==> src/hdl/lsbtc_pkg.sv <==
// Constants, carriers and decode helpers of the LCD supply, bias and temperature control.
// Assumes one 10 MHz clock and an external command decoder on the same clock.
// Operation
// - With half bias off, bias code 000 gives n of 7, down to 111 giving 0.
// - With half bias on, n is minus two whatever the bias code holds.
// - Reset sets the charge-pump multiplication factor to two.
// - Any other multiplication factor comes from the three-bit pump_factor field.
// - Clearing power_down with pump_enable set and display_off clear starts the pump at the programmed factor.
// - Each finished measurement writes an eight-bit temperature_code into the status register.
// - Writing measure_start begins a measurement; the bit clears itself after five clocks.
// - Two warm-up frames, then measure from next frame start for two frames.
// - No temperature measurement runs while power_down is set.
// - Status reads zero during a measurement, then the new non-zero code.
// - Temperature code is offset binary, 128 at 27 degrees C.
// - Pumped voltage target rises linearly with the seven-bit lcd_voltage_code.
// - Range select gives base 4.500 V or 10.215 V, step 0.045 V per code.
// - Power down stops oscillator and timing, grounds LCD outputs, keeps registers.
// - Direct drive, with the charge pump not running, connects the pumped output straight to the pump supply.
package lsbtc_pkg;

  localparam int unsigned        SM_CLEAR_CYCLES    = 5;
  localparam int unsigned        WARMUP_FRAMES      = 2;
  localparam int unsigned        MEAS_FRAMES        = 2;
  localparam int unsigned        FRAME_CLK_DIV      = 1088;
  localparam int unsigned        PREDIV_RESET       = 4;
  localparam int unsigned        FRAME_CYCLES_DFLT  = FRAME_CLK_DIV * PREDIV_RESET;
  localparam logic [2:0]         PUMP_FACTOR_RESET  = 3'h0;
  localparam logic [3:0]         PUMP_FACTOR_BASE   = 4'h2;
  localparam logic [3:0]         BIAS_N_MAX         = 4'h7;
  localparam logic [3:0]         BIAS_N_HALF        = 4'hE;
  localparam logic [6:0]         VOP_RESET          = 7'h00;
  localparam logic [15:0]        VLCD_BASE_LOW_MV   = 16'h1194;
  localparam logic [15:0]        VLCD_BASE_HIGH_MV  = 16'h27E7;
  localparam logic [15:0]        VLCD_STEP_MV       = 16'h002D;
  localparam logic [7:0]         TEMP_CODE_AT_27C   = 8'h80;
  localparam logic [7:0]         TEMP_CODE_MIN      = 8'h01;
  localparam logic [7:0]         TEMP_STATUS_RESET  = 8'h00;

  typedef struct packed {
    logic       half_bias_select;
    logic [2:0] bias_ratio_select;
  } lsbtc_bias_t;

  typedef struct packed {
    logic       power_down;
    logic       direct_drive_select;
    logic       pump_enable;
    logic       voltage_range_select;
    logic       display_off;
    logic [1:0] temp_coefficient;
  } lsbtc_cfg_t;

  localparam lsbtc_bias_t BIAS_RESET = '{half_bias_select: 1'b0, bias_ratio_select: 3'h0};
  localparam lsbtc_cfg_t  CFG_RESET  = '{power_down: 1'b1, direct_drive_select: 1'b0,
                                         pump_enable: 1'b0, voltage_range_select: 1'b0,
                                         display_off: 1'b0, temp_coefficient: 2'h0};

  typedef enum logic [1:0] {VL_HIZ, VL_DIRECT, VL_PUMPED} lsbtc_vlcd_src_t;

  typedef enum logic [1:0] {MS_IDLE, MS_WARMUP, MS_ALIGN, MS_MEASURE} lsbtc_ms_state_t;

  // Two's complement n of the selected bias system.
  function automatic logic [3:0] lsbtc_bias_n(input lsbtc_bias_t b);
    return b.half_bias_select ? BIAS_N_HALF : BIAS_N_MAX - {1'b0, b.bias_ratio_select};
  endfunction

  // Target pumped voltage in millivolts at the cut-point temperature.
  function automatic logic [15:0] lsbtc_vlcd_mv(input logic range, input logic [6:0] code);
    logic [15:0] base;
    base = range ? VLCD_BASE_HIGH_MV : VLCD_BASE_LOW_MV;
    return 16'(base + 16'({9'h000, code} * VLCD_STEP_MV));
  endfunction

  // Offset-binary code from a signed step count relative to 27 degrees C, never zero.
  function automatic logic [7:0] lsbtc_temp_code(input logic [7:0] delta);
    logic [7:0] code;
    code = 8'(TEMP_CODE_AT_27C + delta);
    return (code == 8'h00) ? TEMP_CODE_MIN : code;
  endfunction

endpackage

==> src/hdl/lsbtc_ctrl.sv <==
// Top of the LCD supply, bias and temperature control.
// Assumes the command decoder delivers one-cycle write strobes on mclk_in;
// the sensor step count arrives from the analog domain and is synchronised here.
`timescale 1ns/1ns
module lsbtc_ctrl
  import lsbtc_pkg::*;
#(
  parameter int unsigned FRAME_CYCLES = FRAME_CYCLES_DFLT
) (
  input  wire logic            mclk_in,                // 10 MHz system clock.
  input  wire logic            rst_n_in,               // Synchronous reset, active low.
  input  wire logic            bias_wr_in,             // Bias select write strobe.
  input  wire lsbtc_bias_t     bias_in,                // Bias select write data.
  input  wire logic            cfg_wr_in,              // Supply config write strobe.
  input  wire lsbtc_cfg_t      cfg_in,                 // Supply config write data.
  input  wire logic            pump_wr_in,             // Pump factor write strobe.
  input  wire logic [2:0]      pump_factor_in,         // Pump factor write data.
  input  wire logic            vop_wr_in,              // Voltage code write strobe.
  input  wire logic [6:0]      vop_in,                 // Voltage code write data.
  input  wire logic            measure_wr_in,          // Write of 1 to measure_start.
  input  wire logic [7:0]      temp_delta_in,          // Sensor steps from 27 C, signed.
  output logic [3:0]           bias_n_out,             // Bias n, two's complement.
  output logic [2:0]           pump_factor_out,        // Stored pump_factor field.
  output logic [3:0]           pump_mult_out,          // Multiplication factor.
  output logic                 pump_run_out,           // Charge pump running.
  output lsbtc_vlcd_src_t      vlcd_src_out,           // Source of pumped_output.
  output logic [6:0]           lcd_voltage_code_out,   // Stored lcd_voltage_code.
  output logic                 voltage_range_out,      // Stored voltage_range_select.
  output logic [15:0]          vlcd_target_mv_out,     // Target voltage in mV.
  output logic [1:0]           temp_coefficient_out,   // Stored temp_coefficient.
  output logic                 lcd_ground_out,         // LCD outputs held at ground.
  output logic                 osc_run_out,            // Oscillator running.
  output logic                 measure_start_out,      // measure_start bit.
  output logic                 measure_busy_out,       // Measurement in progress.
  output logic [7:0]           temperature_status_out  // Temperature status register.
);

  // Refuses a frame too short for the measurement sequencer.
  if (FRAME_CYCLES < 2) begin
    $error("FRAME_CYCLES must be at least 2");
  end

  lsbtc_bias_t bias;
  lsbtc_cfg_t  cfg;
  logic [7:0]  delta_meta;
  logic [7:0]  delta_sync;
  logic        meas_done;
  logic        frame_tick;

  // Settings applied next cycle, so outputs follow a write by one edge.
  wire lsbtc_bias_t next_bias   = bias_wr_in ? bias_in : bias;
  wire lsbtc_cfg_t  next_cfg    = cfg_wr_in ? cfg_in : cfg;
  wire logic [6:0]  next_vop    = vop_wr_in ? vop_in : lcd_voltage_code_out;
  wire logic [2:0]  next_factor = pump_wr_in ? pump_factor_in : pump_factor_out;

  // The pump follows the source table: a running pump wins over direct drive.
  wire logic        next_pump_run = next_cfg.pump_enable && !next_cfg.power_down &&
                                    !next_cfg.display_off;
  wire lsbtc_vlcd_src_t next_src  = next_pump_run ? VL_PUMPED :
                                    (next_cfg.direct_drive_select ? VL_DIRECT : VL_HIZ);

  wire logic        start_ok      = measure_wr_in && !cfg.power_down;
  wire logic [7:0]  next_temp     = lsbtc_temp_code(delta_sync);

  always_ff @(posedge mclk_in) begin
    if (!rst_n_in) begin
      bias                 <= BIAS_RESET;
      cfg                  <= CFG_RESET;
      lcd_voltage_code_out <= VOP_RESET;
      pump_factor_out      <= PUMP_FACTOR_RESET;
    end else begin
      bias                 <= next_bias;
      cfg                  <= next_cfg;
      lcd_voltage_code_out <= next_vop;
      pump_factor_out      <= next_factor;
    end
  end

  always_ff @(posedge mclk_in) begin
    if (!rst_n_in) begin
      bias_n_out           <= BIAS_N_MAX;
      pump_mult_out        <= PUMP_FACTOR_BASE;
      pump_run_out         <= 1'b0;
      vlcd_src_out         <= VL_HIZ;
      voltage_range_out    <= 1'b0;
      vlcd_target_mv_out   <= VLCD_BASE_LOW_MV;
      temp_coefficient_out <= 2'h0;
      lcd_ground_out       <= 1'b1;
    end else begin
      bias_n_out           <= lsbtc_bias_n(next_bias);
      pump_mult_out        <= 4'(PUMP_FACTOR_BASE + {1'b0, next_factor});
      pump_run_out         <= next_pump_run;
      vlcd_src_out         <= next_src;
      voltage_range_out    <= next_cfg.voltage_range_select;
      vlcd_target_mv_out   <= lsbtc_vlcd_mv(next_cfg.voltage_range_select, next_vop);
      temp_coefficient_out <= next_cfg.temp_coefficient;
      lcd_ground_out       <= next_cfg.power_down || next_cfg.display_off;
    end
  end

  // The sensor holds its result steady around the end of a measurement.
  always_ff @(posedge mclk_in) begin
    if (!rst_n_in) begin
      delta_meta <= 8'h00;
      delta_sync <= 8'h00;
    end else begin
      delta_meta <= temp_delta_in;
      delta_sync <= delta_meta;
    end
  end

  always_ff @(posedge mclk_in) begin
    if (!rst_n_in) begin
      temperature_status_out <= TEMP_STATUS_RESET;
    end else if (meas_done) begin
      temperature_status_out <= next_temp;
    end else if (start_ok && !measure_busy_out) begin
      temperature_status_out <= 8'h00;
    end
  end

  lsbtc_meas_seq #(
    .FRAME_CYCLES (FRAME_CYCLES)
  ) u_meas_seq (
    .mclk_in           (mclk_in),
    .rst_n_in          (rst_n_in),
    .power_down_in     (cfg.power_down),
    .start_wr_in       (measure_wr_in),
    .measure_start_out (measure_start_out),
    .busy_out          (measure_busy_out),
    .done_out          (meas_done),
    .osc_run_out       (osc_run_out),
    .frame_tick_out    (frame_tick)
  );
endmodule

==> src/hdl/lsbtc_meas_seq.sv <==
// Frame timing and temperature measurement sequencer.
// Assumes power_down and the start strobe come from logic on the same clock.
`timescale 1ns/1ns
module lsbtc_meas_seq
  import lsbtc_pkg::*;
#(
  parameter int unsigned FRAME_CYCLES = FRAME_CYCLES_DFLT
) (
  input  wire logic mclk_in,           // System clock.
  input  wire logic rst_n_in,          // Synchronous reset, active low.
  input  wire logic power_down_in,     // Power-down setting.
  input  wire logic start_wr_in,       // Host write of 1 to measure_start.
  output logic      measure_start_out, // Self-clearing start bit.
  output logic      busy_out,          // Measurement sequence in progress.
  output logic      done_out,          // One-cycle pulse at measurement end.
  output logic      osc_run_out,       // Oscillator and timing running.
  output logic      frame_tick_out     // One-cycle pulse at each frame start.
);

  localparam int unsigned FW = (FRAME_CYCLES > 2) ? $clog2(FRAME_CYCLES) : 1;

  // Refuses a frame too short for the tick and counter logic.
  if (FRAME_CYCLES < 2) begin
    $error("FRAME_CYCLES must be at least 2");
  end

  lsbtc_ms_state_t state;
  lsbtc_ms_state_t next_state;
  logic [FW-1:0]   frame_cnt;
  logic [1:0]      frames;
  logic [1:0]      next_frames;
  logic            next_done;
  logic [2:0]      sm_cnt;

  wire logic       frame_last = (frame_cnt == FW'(FRAME_CYCLES - 1));
  wire logic       start_ok   = start_wr_in && !power_down_in;
  wire logic       last_warm  = (frames == 2'(WARMUP_FRAMES - 1));
  wire logic       last_meas  = (frames == 2'(MEAS_FRAMES - 1));

  always_comb begin
    next_state  = state;
    next_frames = frames;
    next_done   = 1'b0;
    case (state)
      MS_IDLE: begin
        if (start_ok) begin
          next_state  = MS_WARMUP;
          next_frames = 2'h0;
        end
      end
      MS_WARMUP: begin
        if (frame_tick_out) begin
          next_frames = 2'(frames + 2'h1);
          if (last_warm) next_state = MS_ALIGN;
        end
      end
      MS_ALIGN: begin
        if (frame_tick_out) begin
          next_state  = MS_MEASURE;
          next_frames = 2'h0;
        end
      end
      MS_MEASURE: begin
        if (frame_tick_out) begin
          next_frames = 2'(frames + 2'h1);
          if (last_meas) begin
            next_state = MS_IDLE;
            next_done  = 1'b1;
          end
        end
      end
      default: next_state = MS_IDLE;
    endcase
    if (power_down_in) begin
      next_state = MS_IDLE;
      next_done  = 1'b0;
    end
  end

  always_ff @(posedge mclk_in) begin
    if (!rst_n_in) begin
      state          <= MS_IDLE;
      frames         <= 2'h0;
      done_out       <= 1'b0;
      busy_out       <= 1'b0;
      frame_cnt      <= '0;
      frame_tick_out <= 1'b0;
      osc_run_out    <= 1'b0;
    end else begin
      state          <= next_state;
      frames         <= next_frames;
      done_out       <= next_done;
      busy_out       <= (next_state != MS_IDLE);
      osc_run_out    <= !power_down_in;
      frame_cnt      <= (power_down_in || frame_last) ? '0 : FW'(frame_cnt + 1'b1);
      frame_tick_out <= !power_down_in && frame_last;
    end
  end

  always_ff @(posedge mclk_in) begin
    if (!rst_n_in) begin
      measure_start_out <= 1'b0;
      sm_cnt            <= 3'h0;
    end else if (start_ok) begin
      measure_start_out <= 1'b1;
      sm_cnt            <= 3'h0;
    end else if (measure_start_out) begin
      sm_cnt <= 3'(sm_cnt + 3'h1);
      if (sm_cnt == 3'(SM_CLEAR_CYCLES - 1)) measure_start_out <= 1'b0;
    end
  end
endmodule

==> config.mk <==
export PLATFORM = sky130hd
export DESIGN_NAME = lsbtc_ctrl
export DESIGN_NICKNAME = d
export VERILOG_FILES = /design/src/hdl/lsbtc_pkg.sv /design/src/hdl/lsbtc_ctrl.sv /design/src/hdl/lsbtc_meas_seq.sv
export SDC_FILE = /design/constraint.sdc
export NUM_CORES = 1
export LEC_CHECK = 0
export ABC_CLOCK_PERIOD_IN_PS = 5700
export BUFFER_PORTS_ARGS = -buffer_cell sky130_fd_sc_hd__buf_2
export CAP_MARGIN = 20
export CELL_PAD_IN_SITES_DETAIL_PLACEMENT = 1
export CELL_PAD_IN_SITES_GLOBAL_PLACEMENT = 1
export CORE_MARGIN = 8
export CORE_UTILIZATION = 40
export CTS_BUF_LIST = sky130_fd_sc_hd__clkbuf_4
export DETAILED_ROUTE_END_ITERATION = 6
export MAX_ROUTING_LAYER = met4
export PLACE_DENSITY = 0.79
export SYNTH_ARGS = -nofsm -noshare
export SYNTH_HDL_FRONTEND = slang
export SYNTH_SLANG_ARGS = --single-unit
==> constraint.sdc <==
create_clock -name mclk_in -period 5.7 [get_ports mclk_in]
set_clock_uncertainty 0.1 [all_clocks]
set_input_delay 0.57 -clock mclk_in [delete_from_list [all_inputs] [get_ports mclk_in]]
set_output_delay 0.57 -clock mclk_in [all_outputs]
set_load 0.05 [all_outputs]
# Word-level counts from Yosys, hierarchy flattened
# Cells that the tools add are included.
[totals]
ff_bits = 98
elab_cells = 99
inputBits = 36
output_inout_bits = 52
[classes]
mul = 1
addsub = 7
n_reduce_logical = 22
n_bitwise = 3
mux = 27
n_eq_ne = 9
[ops]
columns = ["op", "count"]
rows = [
  ["$mux W8", 3],
  ["$mux W2", 11],
  ["$add A14 B13 Y15", 1],
  ["$mux W14", 1],
  ["$mux W7", 2],
  ["$add A13 B1 Y13 const B", 1],
  ["$eq A13 B13 Y1 const B", 1],
  ["$mul A7 B6 Y13 const B", 1],
  ["$reduce_or A2 Y1", 5],
  ["$add A8 B8 Y8 const A", 1],
  ["$logic_not A8 Y1", 1],
  ["$mux W4", 2],
  ["$pmux W2 S4", 1],
  ["$pmux W2 S3", 1],
  ["$logic_and A1 B1 Y1", 5],
  ["$mux W1", 5],
  ["$add A2 B3 Y4 const A", 1],
  ["$eq A2 B1 Y1 const B", 2],
  ["$eq A2 B2 Y1 const B", 2],
  ["$logic_not A1 Y1", 4],
  ["$ne A2 B1 Y1 const B", 2],
  ["$reduce_bool A2 Y1", 2],
  ["$reduce_or A4 Y1", 1],
  ["$sub A3 B3 Y4 const A", 1],
  ["other kinds (9)", 12],
]

# Logic depth before layout (Yosys ltp)
# Gate-level depths: netlist (run 1).
[logic_depth]
ltp_word = 6
ltp_mapped = 17
ltp_nobuf = 16

# By module
# A second synthesis (run 1) with hierarchy kept.
[unflattened]
hier_cells = 447
area_unflattened_um2 = 4528.1
[by_module_without_submodules]
columns = ["module", "cells_per_inst", "area_per_inst_um2", "seq_area_each_um2", "n_inst"]
rows = [
  ["lsbtc_ctrl", 333, 3423.3, 1381.3, 1],
  ["lsbtc_meas_seq", 114, 1104.8, 500.5, 1],
]

# Worst setup path after synthesis (run 1)
# Ideal clock, no wire load.
[synth_path]
kind = "input -> register"
start = "input port vop_wr_in"
end = "register vlcd_target_mv_out[12]"
path_stages = 16
required_ps = 5479
slack_ps = 877
arrival_time_ps = 4602
n_path_buf = 1
setup_time_ps = 121
cell_sequence = "clkbuf_1 > mux2i_1 > inv_1 > ha_1 > inv_1 > fa_1 > inv_1 > fa_1 > inv_1 > fa_1 > inv_1 > ha_1 > o21ai_0 > a22oi_4 > a311oi_2 > mux2_4"
[synth_via]
elab_chain_len = 3
[synth_rtl]
columns = ["item", "line", "source"]
rows = [
  ["from (decl)", "lsbtc_ctrl.sv:18", "input wire logic vop_wr_in,"],
  ["$mux W7", "lsbtc_ctrl.sv:53", "wire logic [6:0] next_vop = vop_wr_in ? vop_in : lcd_voltage_code_out;"],
  ["net next_vop[3]", "lsbtc_ctrl.sv:53", ""],
  ["$mul A7 B6 Y13", "lsbtc_pkg.sv:71", "return 16'(base + 16'({9'h000, code} * VLCD_STEP_MV));"],
  ["$add A14 B13 Y15", "lsbtc_pkg.sv:71", ""],
  ["to (signal assigned)", "lsbtc_ctrl.sv:95", "vlcd_target_mv_out <= lsbtc_vlcd_mv(next_cfg.voltage_range_select, next_vop);"],
  ["to (decl)", "lsbtc_ctrl.sv:29", "output logic [15:0] vlcd_target_mv_out,"],
]
# The timed path passes the listed nets, and every way through them passes these cells.
# A chain may end at the register's enable or synchronous reset.

# Worst setup path in the final report (run 1)
# Same ends and word-level chain as after synthesis.

==> results.cfg, run 1 <==
[flow_run]
drv_cap = 0

[synthesis]
synth_nets = 525
ys_ff_latch = 94
yosys-top-cells-area = dfxtp_1 (43%), ha_1 (11%), fa_1 (6.8%), and2_1 (4.4%), mux2i_1 (4.1%)
ys.flop_type = dfxtp_1
yosysUniqueCellTypes = 41
synth_area_sq_um = 4410
ys_top_cells_by_count = dfxtp_1 (94), ha_1 (39), inv_1 (32)
synth-edff-count = 0
yosysSeqAreaShare_pct = 42.6
synth_top_cell_area_share_pct = 42.6
synth_top_area_cell = dfxtp_1
synth_most_common_cell = dfxtp_1
avgSynthCellArea_sq_um = 10.1
async_flop_share_pct = 0
netlist_instances = 435
synth_warnings = 0

[pwr]
total_power_mw = 1.79
cellPowerDensity_nw_per_um2 = 354
peakVddDrop_mv = 0.183
p_leak_nw = 2.37

[sta]
fin_crit_ns = 4.49
finalCritPeriodShare_pct = 78.7
tns_ns = 0
rsz0062_at_grt = false
maxSlewHeadroom_pct = 31.9
drv_slew = 0
max_freq_mhz = 223
hold_viol = 0
setup_viol = 0
worst_slew_pin_slew_ns = 1.02

[layout]
drive_above_1_share_pct = 21.8
nNetsFinal = 604
fill_cells = 1243
stdcell_count = 659
synthToLayoutAreaGrowth_pct = 14.9
antenna_cells = 0

[grt]
antenna_found_initial = 0
grt_pass1_vias = 3486
grt_pass1_wl_mm = 16.3
grt_overflow = 0
track_usage_pct = 14.2
grt_max_degree = 73

[detailed_routing]
num_vias = 3194
routed_via_density = 4.85
drtAntennaViolNets = 0
avgRoutedWirePerCell_um = 15.0
firstDrtPassIters = 4
drt-total-wl_mm = 9.86
drt-initial-drc-count = 76
drc = 0

[worst_setup_path]
worstPathArrival_ns = 4.75
required_ns = 5.96
crit_family = adder cells
startpoint = vop_wr_in
cp_slowest_cell = fa_1
cpMostUsedCell = inv_1
start_kind = primary input
slowest_delay_ns = 0.53
timing.rr.start = lcd_voltage_code_out[3]$_SDFF_PN0_
worstSetupPathType = primary input to flip-flop
cp_max_fo = 7
crit_buf_inv = 6
end_kind = flip-flop
crit_chain = buf_2, mux2i_1, inv_1, ha_1, inv_1, fa_1, inv_1, fa_1, inv_1, fa_1, inv_1, ha_1, o21ai_0, a22oi_4, a311oi_2, mux2_4

[placed_design]
numPortBuffers = 86
post-dp-hpwl_mm = 7.87
post-place-cells = 643
place.gp.congestion = 0.803

[clock_network]
cts_buffer_depth = 2
cts_sinks = 94
root_buffer = clkbuf_4
clk-insertion-delay-late_ns = 0.47
cts_tree = done
clk_pin_slew_ns = 0.16
cts_inserted_buffers = 9
cts_hold_buf = 0
postCtsSetupBuffers = 0
cts_resized = 0
htreeDepth = 3

[floorplanning]
die_area_sq_um = 14600
start_util_pct = 40.9
fp-row-count = 38
core_area_sq_um = 10800
die_y_um = 121
io_pins = 88
die_w_um = 121

[outcome]
status = complete, no violations

[hold_path]
min_path_type = primary input to flip-flop
holdCritStartpoint = temp_delta_in[3]
final timing paths:
check	cells after the start	slack, ns	to
worst min-delay path	2	0.20	delta_meta[3]$_SDFF_PN0_
worst max register to register	15	1.27	vlcd_target_mv_out[12]$_SDFF_PN1_
worst max-delay path	16	1.21	vlcd_target_mv_out[12]$_SDFF_PN1_
worst min register to register	1	0.36	delta_sync[7]$_SDFF_PN0_
report_power, final:
part           switching [mW]  internal, mW
logic                   0.448         0.265
registers              0.0170         0.709
clock network           0.251         0.104
total                   0.716          1.08
worst register-to-register path, cell delays in order, from the launching register on:
cell and delay (ns):
dfxtp_1 0.34, mux2i_1 0.28, inv_1 0.15, ha_1 0.32, inv_1 0.07, fa_1 0.50
inv_1 0.05, fa_1 0.53, inv_1 0.05, fa_1 0.50, inv_1 0.04, ha_1 0.36
o21ai_0 0.32, a22oi_4 0.11, a311oi_2 0.29, mux2_4 0.32
state kept, by name (all words and copies together), names as in the netlist, 2 cells and up:
| name | cells |
|---|---|
| pump_mult_out | 3 |
| vlcd_target_mv_out | 15 |
| u_meas_seq.state | 2 |
| bias | 4 |
| temp_coefficient_out | 2 |
| delta_meta | 8 |
| u_meas_seq.sm_cnt | 3 |
| lcd_voltage_code_out | 7 |
| delta_sync | 8 |
| temperature_status_out | 8 |
| bias_n_out | 3 |
| u_meas_seq.frame_cnt | 13 |
| pump_factor_out | 3 |
| u_meas_seq.frames | 2 |
| cfg | 4 |
cell families (layout without fill, tap and decap cells):
family | after synthesis | in the layout | share of synthesized area (%)
simple gates | 143 | 143 | 17.1
flops | 94 | 94 | 42.6
fa+ha+maj | 54 | 54 | 17.9
buf+inv | 50 | 134 | 4.82
compound gates | 46 | 46 | 7.15
mux | 25 | 25 | 5.95
xor+xnor | 22 | 22 | 4.37
other cells | 1 | 1 | 0.0850
metal layers:
metal  wire (um)  vias to the layer above  GRT usage, %
li1            -                     1578             -
met1        4320                     1545          15.8
met2        4960                       61          24.3
met3         445                       10          3.77
met4         133                        0          4.68
met5           0                        -             -
metrics by stage:
stage	setup slack (ns)	utilization, %	instance area (sq um)	hold WS (ns)
2_1_floorplan	0.877	-	4410	0.312
5_1_grt	1.01	47.0	5070	0.145
3_5_place_dp	0.679	45.6	4930	0.326
4_1_cts	1.22	47.0	5070	0.144
6_report	1.21	47.0	5070	0.195
3_3_place_gp	0.810	45.6	4930	0.317
final cells by class:
type | count | area (sq um) | share of cell area [%]
Clock buffer | 9 | 67.6 | 1.33
Tap cell | 140 | 175 | 3.45
Multi-Input combinational cell | 291 | 2320 | 45.7
Sequential cell | 94 | 1880 | 37.1
Timing Repair Buffer | 86 | 430 | 8.49
Inverter | 32 | 120 | 2.37
Clock inverter | 7 | 77.6 | 1.53
cells in the final DEF (no fill, tap or decap), types with 12 or more instances in the layout:
cell and n:
a21oi_1 12, xnor2_1 13, nor2b_1 25, and2_1 31
fa_1 15, ha_1 39, mux2i_1 18, nor2_1 28
nand2_1 28, buf_2 86, dfxtp_1 94, inv_1 32
No activity file was read; power rests on OpenSTA's default activity.
==> run 2: changes to the inputs <==
--- a/config.mk
+++ b/config.mk
@@ -5,7 +5,7 @@
 export SDC_FILE = /design/constraint.sdc
 export NUM_CORES = 1
 export LEC_CHECK = 0
-export ABC_CLOCK_PERIOD_IN_PS = 5700
+export ABC_CLOCK_PERIOD_IN_PS = 4100
 export BUFFER_PORTS_ARGS = -buffer_cell sky130_fd_sc_hd__buf_2
 export CAP_MARGIN = 20
 export CELL_PAD_IN_SITES_DETAIL_PLACEMENT = 1
@@ -15,7 +15,7 @@
 export CTS_BUF_LIST = sky130_fd_sc_hd__clkbuf_4
 export DETAILED_ROUTE_END_ITERATION = 6
 export MAX_ROUTING_LAYER = met4
-export PLACE_DENSITY = 0.79
+export PLACE_DENSITY = 0.82
 export SYNTH_ARGS = -nofsm -noshare
 export SYNTH_HDL_FRONTEND = slang
 export SYNTH_SLANG_ARGS = --single-unit
==> constraint.sdc (replaced) <==
create_clock -name mclk_in -period 4.1 [get_ports mclk_in]
set_clock_uncertainty 0.1 [all_clocks]
set_input_delay 0.41 -clock mclk_in [delete_from_list [all_inputs] [get_ports mclk_in]]
set_output_delay 0.41 -clock mclk_in [all_outputs]
set_load 0.05 [all_outputs]
==> run 2 against run 1 <==
Total power is 55% higher. Clock-buffer cell count stayed put. Global-route usage up 1.1 points. Non-clock buffer count is 28 higher. Sequential cell count unchanged.
==> results.cfg, run 2 (synthesis gave the netlist of run 1 again) <==
[worst_setup_path]
slowest_delay_ns = 0.48
worstPathArrival_ns = 4.20
r2r_end = vlcd_target_mv_out[12]$_SDFF_PN1_
cp_max_fo = 7
required_ns = 4.34
worstSetupPathType = primary input to flip-flop
crit_chain = buf_2, mux2_2, ha_1, fa_1, fa_1, fa_1, ha_1, a21o_1, a21oi_2, nor2b_1, a311oi_2, mux2_4
cp_slowest_cell = fa_1
reg2reg_slack_ns = 0.15
timing.rr.start = lcd_voltage_code_out[4]$_SDFF_PN0_
ff2ff_path_depth = 12
cpMostUsedCell = fa_1
start_kind = primary input
end_kind = flip-flop

[placed_design]
place.gp.congestion = 0.825
numPortBuffers = 86
post-dp-hpwl_mm = 8.24
dpl-instance-area_sq_um = 5260

[detailed_routing]
avgRoutedWirePerCell_um = 15.3
drt-total-wl_mm = 10.5
firstDrtPassIters = 4
drt-initial-drc-count = 88
routed_via_density = 4.85
drtAntennaViolNets = 0
drc = 0
num_vias = 3331

[floorplanning]
core_area_sq_um = 10800
start_util_pct = 40.9
die_y_um = 121
io_pins = 88
fp-row-count = 38
die_area_sq_um = 14600
die_w_um = 121

[layout]
drive_above_1_share_pct = 29.1
fill_cells = 1235
final_util_pct = 50.3
regMostFlops = vlcd_target_mv_out
layout_common_cells = dfxtp_1 (92), buf_2 (86), ha_1 (34)
final_cell_area_sq_um = 5430
synthToLayoutAreaGrowth_pct = 23.0
nNetsFinal = 632
layout_commonest_cell = dfxtp_1
antenna_cells = 0
reg_top3 = vlcd_target_mv_out x15, u_meas_seq.frame_cnt x13
largest_reg_flops = 15

[clock_network]
clk_pin_slew_ns = 0.15
cts_inserted_buffers = 9
cts_tree = done
htreeDepth = 3
root_buffer = clkbuf_4
clk-insertion-delay-late_ns = 0.45
cts_buffer_depth = 2
cts_sinks = 94
cts_hold_buf = 0

[sta]
worst_slew_pin_slew_ns = 0.579
finalCritPeriodShare_pct = 96.5
tns_ns = 0
drv_slew = 0
max_freq_mhz = 253
hold_viol = 0
setup_viol = 0
fin_crit_ns = 3.96
rsz0062_at_grt = true
maxSlewHeadroom_pct = 61.1

[hold_path]
min_path_type = primary input to flip-flop
whs_path_depth = 2
min_to = delta_meta[7]$_SDFF_PN0_
holdCritStartpoint = temp_delta_in[7]

[pwr]
peakVddDrop_mv = 0.323
p_leak_nw = 2.52
total_power_mw = 2.78
cellPowerDensity_nw_per_um2 = 512

[outcome]
status = complete, no violations

[grt]
grt_max_degree = 72
grt_overflow = 0
grt_pass1_vias = 3678
antenna_found_initial = 0
track_usage_pct = 15.3
grt_pass1_wl_mm = 17.5

[flow_run]
drv_cap = 0
[run 2: worst max-delay path: cells and delay by family]
| family | cells | cell delay, ns |
|---|---|---|
| AND/OR/NAND/NOR | 1 | 0.08 |
| buffers and inverters | 1 | 0.26 |
| AO/OA/AOI/OAI | 3 | 0.65 |
| adder cells (fa/ha/maj) | 5 | 2.06 |
| multiplexers | 2 | 0.74 |
[run 2: where the power goes]
group	total, mW	switching [mW]	internal, mW
Clock	0.528	0.335	0.193
Sequential	1.01	0.0223	0.986
Combinational	1.24	0.708	0.537
Total	2.78	1.06	1.72
[run 2: metrics by stage]
step / cells / hold slack [ns] / setup slack [ns]
global route: 687 / 0.0135 / -0.00837
CTS: 686 / 0.0222 / 0.0456
floorplan: 435 / 0.312 / 0.00790
detailed placement: 670 / 0.325 / -0.316
global placement: 670 / 0.319 / -0.226
finish: 687 / 0.0627 / 0.143
[run 2: timing repair]
| item | in CTS | in global routing |
|---|---|---|
| endpoints found under the setup margin | 0 | 3 |
| resized for setup | 0 | 6 |
| buffers inserted | 0 | 1 |
[run 2: area by class of cell]
class / count / area, sq um / area share (%)
inverter: 32 / 120 / 2.21
clock inverter: 7 / 83.8 / 1.54
clock buffer: 9 / 67.6 / 1.24
timing repair buffer: 114 / 653 / 12.0
tap: 140 / 175 / 3.23
sequential: 94 / 1880 / 34.7
multi-input combinational: 291 / 2440 / 45.0
[run 2: layer usage]
layer / up-vias / GRT usage (%) / part of all wire (%)
li1: 1637 / - / -
met1: 1631 / 15.8 / 40
met4: 0 / 5.39 / 1.8
met5: - / - / 0
met2: 50 / 27.6 / 54
met3: 13 / 3.77 / 4.0
[run 2: worst max path at each step]
| stage | from | to | slack, ns |
|---|---|---|---|
| after floorplan | vop_wr_in | vlcd_target_mv_out[12]$_SDFF_PN1_ | 0.008 |
| after detailed placement | vop_wr_in | vlcd_target_mv_out[13]$_SDFF_PN0_ | -0.32 |
| after CTS | lcd_voltage_code_out[6]$_SDFF_PN0_ | vlcd_target_mv_out[13]$_SDFF_PN0_ | 0.05 |
| after global placement | vop_wr_in | vlcd_target_mv_out[13]$_SDFF_PN0_ | -0.23 |
| after global routing | lcd_voltage_code_out[6]$_SDFF_PN0_ | vlcd_target_mv_out[11]$_SDFF_PN0_ | -0.008 |
| final | vop_wr_in | vlcd_target_mv_out[12]$_SDFF_PN1_ | 0.14 |
==> run 3: changes to the inputs <==
--- a/config.mk
+++ b/config.mk
@@ -10,7 +10,7 @@
 export CAP_MARGIN = 20
 export CELL_PAD_IN_SITES_DETAIL_PLACEMENT = 1
 export CELL_PAD_IN_SITES_GLOBAL_PLACEMENT = 1
-export CORE_MARGIN = 8
+export CORE_MARGIN = 2
 export CORE_UTILIZATION = 40
 export CTS_BUF_LIST = sky130_fd_sc_hd__clkbuf_4
 export DETAILED_ROUTE_END_ITERATION = 6
==> run 3 against run 2 <==
Sequential power about the same. Core utilization increased by 0.19 points. Worst setup slack improved by 0.035 ns. Sequential share of layout area decreased by 0.10 points. Cell count increased by 0.58%. Global-route usage increased by 3.2 points. Critical path depth increased by 2. Routed wire length decreased by 1.7%. Clock power increased by 4.4%. Worst hold slack got worse by 0.010 ns. Critical endpoint unchanged.
==> results.cfg, run 3 (synthesis gave the netlist of run 1 again) <==
[sta]
maxSlewHeadroom_pct = 59.2
setup_viol = 0
max_freq_mhz = 255
whs_ns = 0.0525
drv_slew = 0
hold_viol = 0
rsz0062_at_grt = true
finalCritPeriodShare_pct = 95.7
worst_slew_pin_slew_ns = 0.608
fin_crit_ns = 3.92

[detailed_routing]
avgRoutedWirePerCell_um = 14.9
routed_via_density = 4.89
drc = 0
drt-total-wl_mm = 10.3
drt-initial-drc-count = 90
firstDrtPassIters = 4
num_vias = 3376
drtAntennaViolNets = 0

[floorplanning]
die_area_sq_um = 11900
core_area_sq_um = 10800
start_util_pct = 40.9
fp-row-count = 38
die_y_um = 109
io_pins = 88
die_w_um = 109

[worst_setup_path]
startpoint = vop_wr_in
end_kind = flip-flop
cp_max_fo = 7
worstSetupPathType = primary input to flip-flop
start_kind = primary input
worstPathArrival_ns = 4.18
timing.rr.start = lcd_voltage_code_out[4]$_SDFF_PN0_
required_ns = 4.35

[layout]
layout_commonest_cell = dfxtp_1
largest_reg_flops = 15
final_cell_area_sq_um = 5450
regMostFlops = vlcd_target_mv_out
reg_top3 = vlcd_target_mv_out x15, u_meas_seq.frame_cnt x13
drive_above_1_share_pct = 30.2
nNetsFinal = 635
layout_common_cells = dfxtp_1 (91), buf_2 (86), ha_1 (33)
stdcell_count = 691
synthToLayoutAreaGrowth_pct = 23.4

[grt]
antenna_found_initial = 0
grt_pass1_vias = 3602
grt_pass1_wl_mm = 16.6
grt_overflow = 0
grt_max_degree = 73
track_usage_pct = 18.5

[hold_path]
holdCritStartpoint = temp_delta_in[4]
min_path_type = primary input to flip-flop

[clock_network]
cts_hold_buf = 0
cts_inserted_buffers = 9
cts_buffer_depth = 2
cts_sinks = 94
htreeDepth = 3
clk_pin_slew_ns = 0.16
root_buffer = clkbuf_4
cts_tree = done
clk-insertion-delay-late_ns = 0.45

[pwr]
p_leak_nw = 2.53
total_power_mw = 2.81
peakVddDrop_mv = 0.366
cellPowerDensity_nw_per_um2 = 516

[placed_design]
dpl-instance-area_sq_um = 5240
post-dp-hpwl_mm = 8.11
numPortBuffers = 86
place.gp.congestion = 0.845
post-place-cells = 669

[outcome]
status = complete, no violations

[flow_run]
drv_cap = 0
-- run 3: cell count changes in the layout (fill, tap and decap cells not counted), sizes merged --
cell | previous run | this run
buf | 114 | 117
clkinv | 4 | 2
inv | 33 | 35
diode | 0 | 1
-- run 3: layout make-up --
| class | instances | area, sq um |
|---|---|---|
| antenna | 1 | 2.50 |
| tap | 140 | 175 |
| inverter | 32 | 120 |
| clock buffer | 9 | 67.6 |
| sequential | 94 | 1890 |
| multi-input combinational | 291 | 2440 |
| timing repair buffer | 117 | 663 |
| fill | 1253 | 5350 |
| clock inverter | 7 | 91.3 |
-- run 3: where the power goes --
| part | switching [mW] | total (mW) | internal (mW) |
|---|---|---|---|
| combinational | 0.707 | 1.25 | 0.546 |
| sequential | 0.0220 | 1.01 | 0.986 |
| clock | 0.350 | 0.551 | 0.201 |
-- run 3: critical path: stages --
cell      delay (ns)
buf_2           0.26
mux2_2          0.41
ha_1            0.30
ha_1            0.33
fa_1            0.55
inv_1           0.06
fa_1            0.49
inv_1           0.06
ha_4            0.29
nand2b_4        0.05
o31a_1          0.30
a22oi_4         0.22
a311oi_2        0.14
mux2_4          0.31
-- run 3: final timing paths --
check	end	slack, ns	cells past startpoint
worst max-delay path	vlcd_target_mv_out[12]$_SDFF_PN1_	0.18	14
worst max register to register	vlcd_target_mv_out[12]$_SDFF_PN1_	0.18	11
worst min register to register	delta_sync[3]$_SDFF_PN0_	0.36	1
worst min-delay path	delta_meta[4]$_SDFF_PN0_	0.05	2
-- run 3: what timing repair did --
item | CTS | global route
resized for setup | 0 | 9
buffers inserted | 0 | 5
endpoints found under the setup margin | 0 | 3
-- run 3: per-stage QoR --
stage | setup slack (ns) | setup TNS [ns] | utilization (%)
after floorplan | 0.00790 | 0 | -
after global placement | -0.211 | -0.928 | 48.5
after detailed placement | -0.376 | -2.03 | 48.5
after CTS | 0.0358 | 0 | 50.0
after global routing | -0.00770 | -0.00770 | 50.5
final | 0.177 | 0 | 50.5
-- run 3: routing by layer --
metal  up-vias  wire length, um  global-route usage, %  share of wire (%)
met5         -                0                      -                  0
met4         0              229                   7.05                2.2
met3        20              311                   3.59                3.0
met2        60             5700                   33.9                 55
met1      1653             4070                   19.6                 39
li1       1643                -                      -                  -
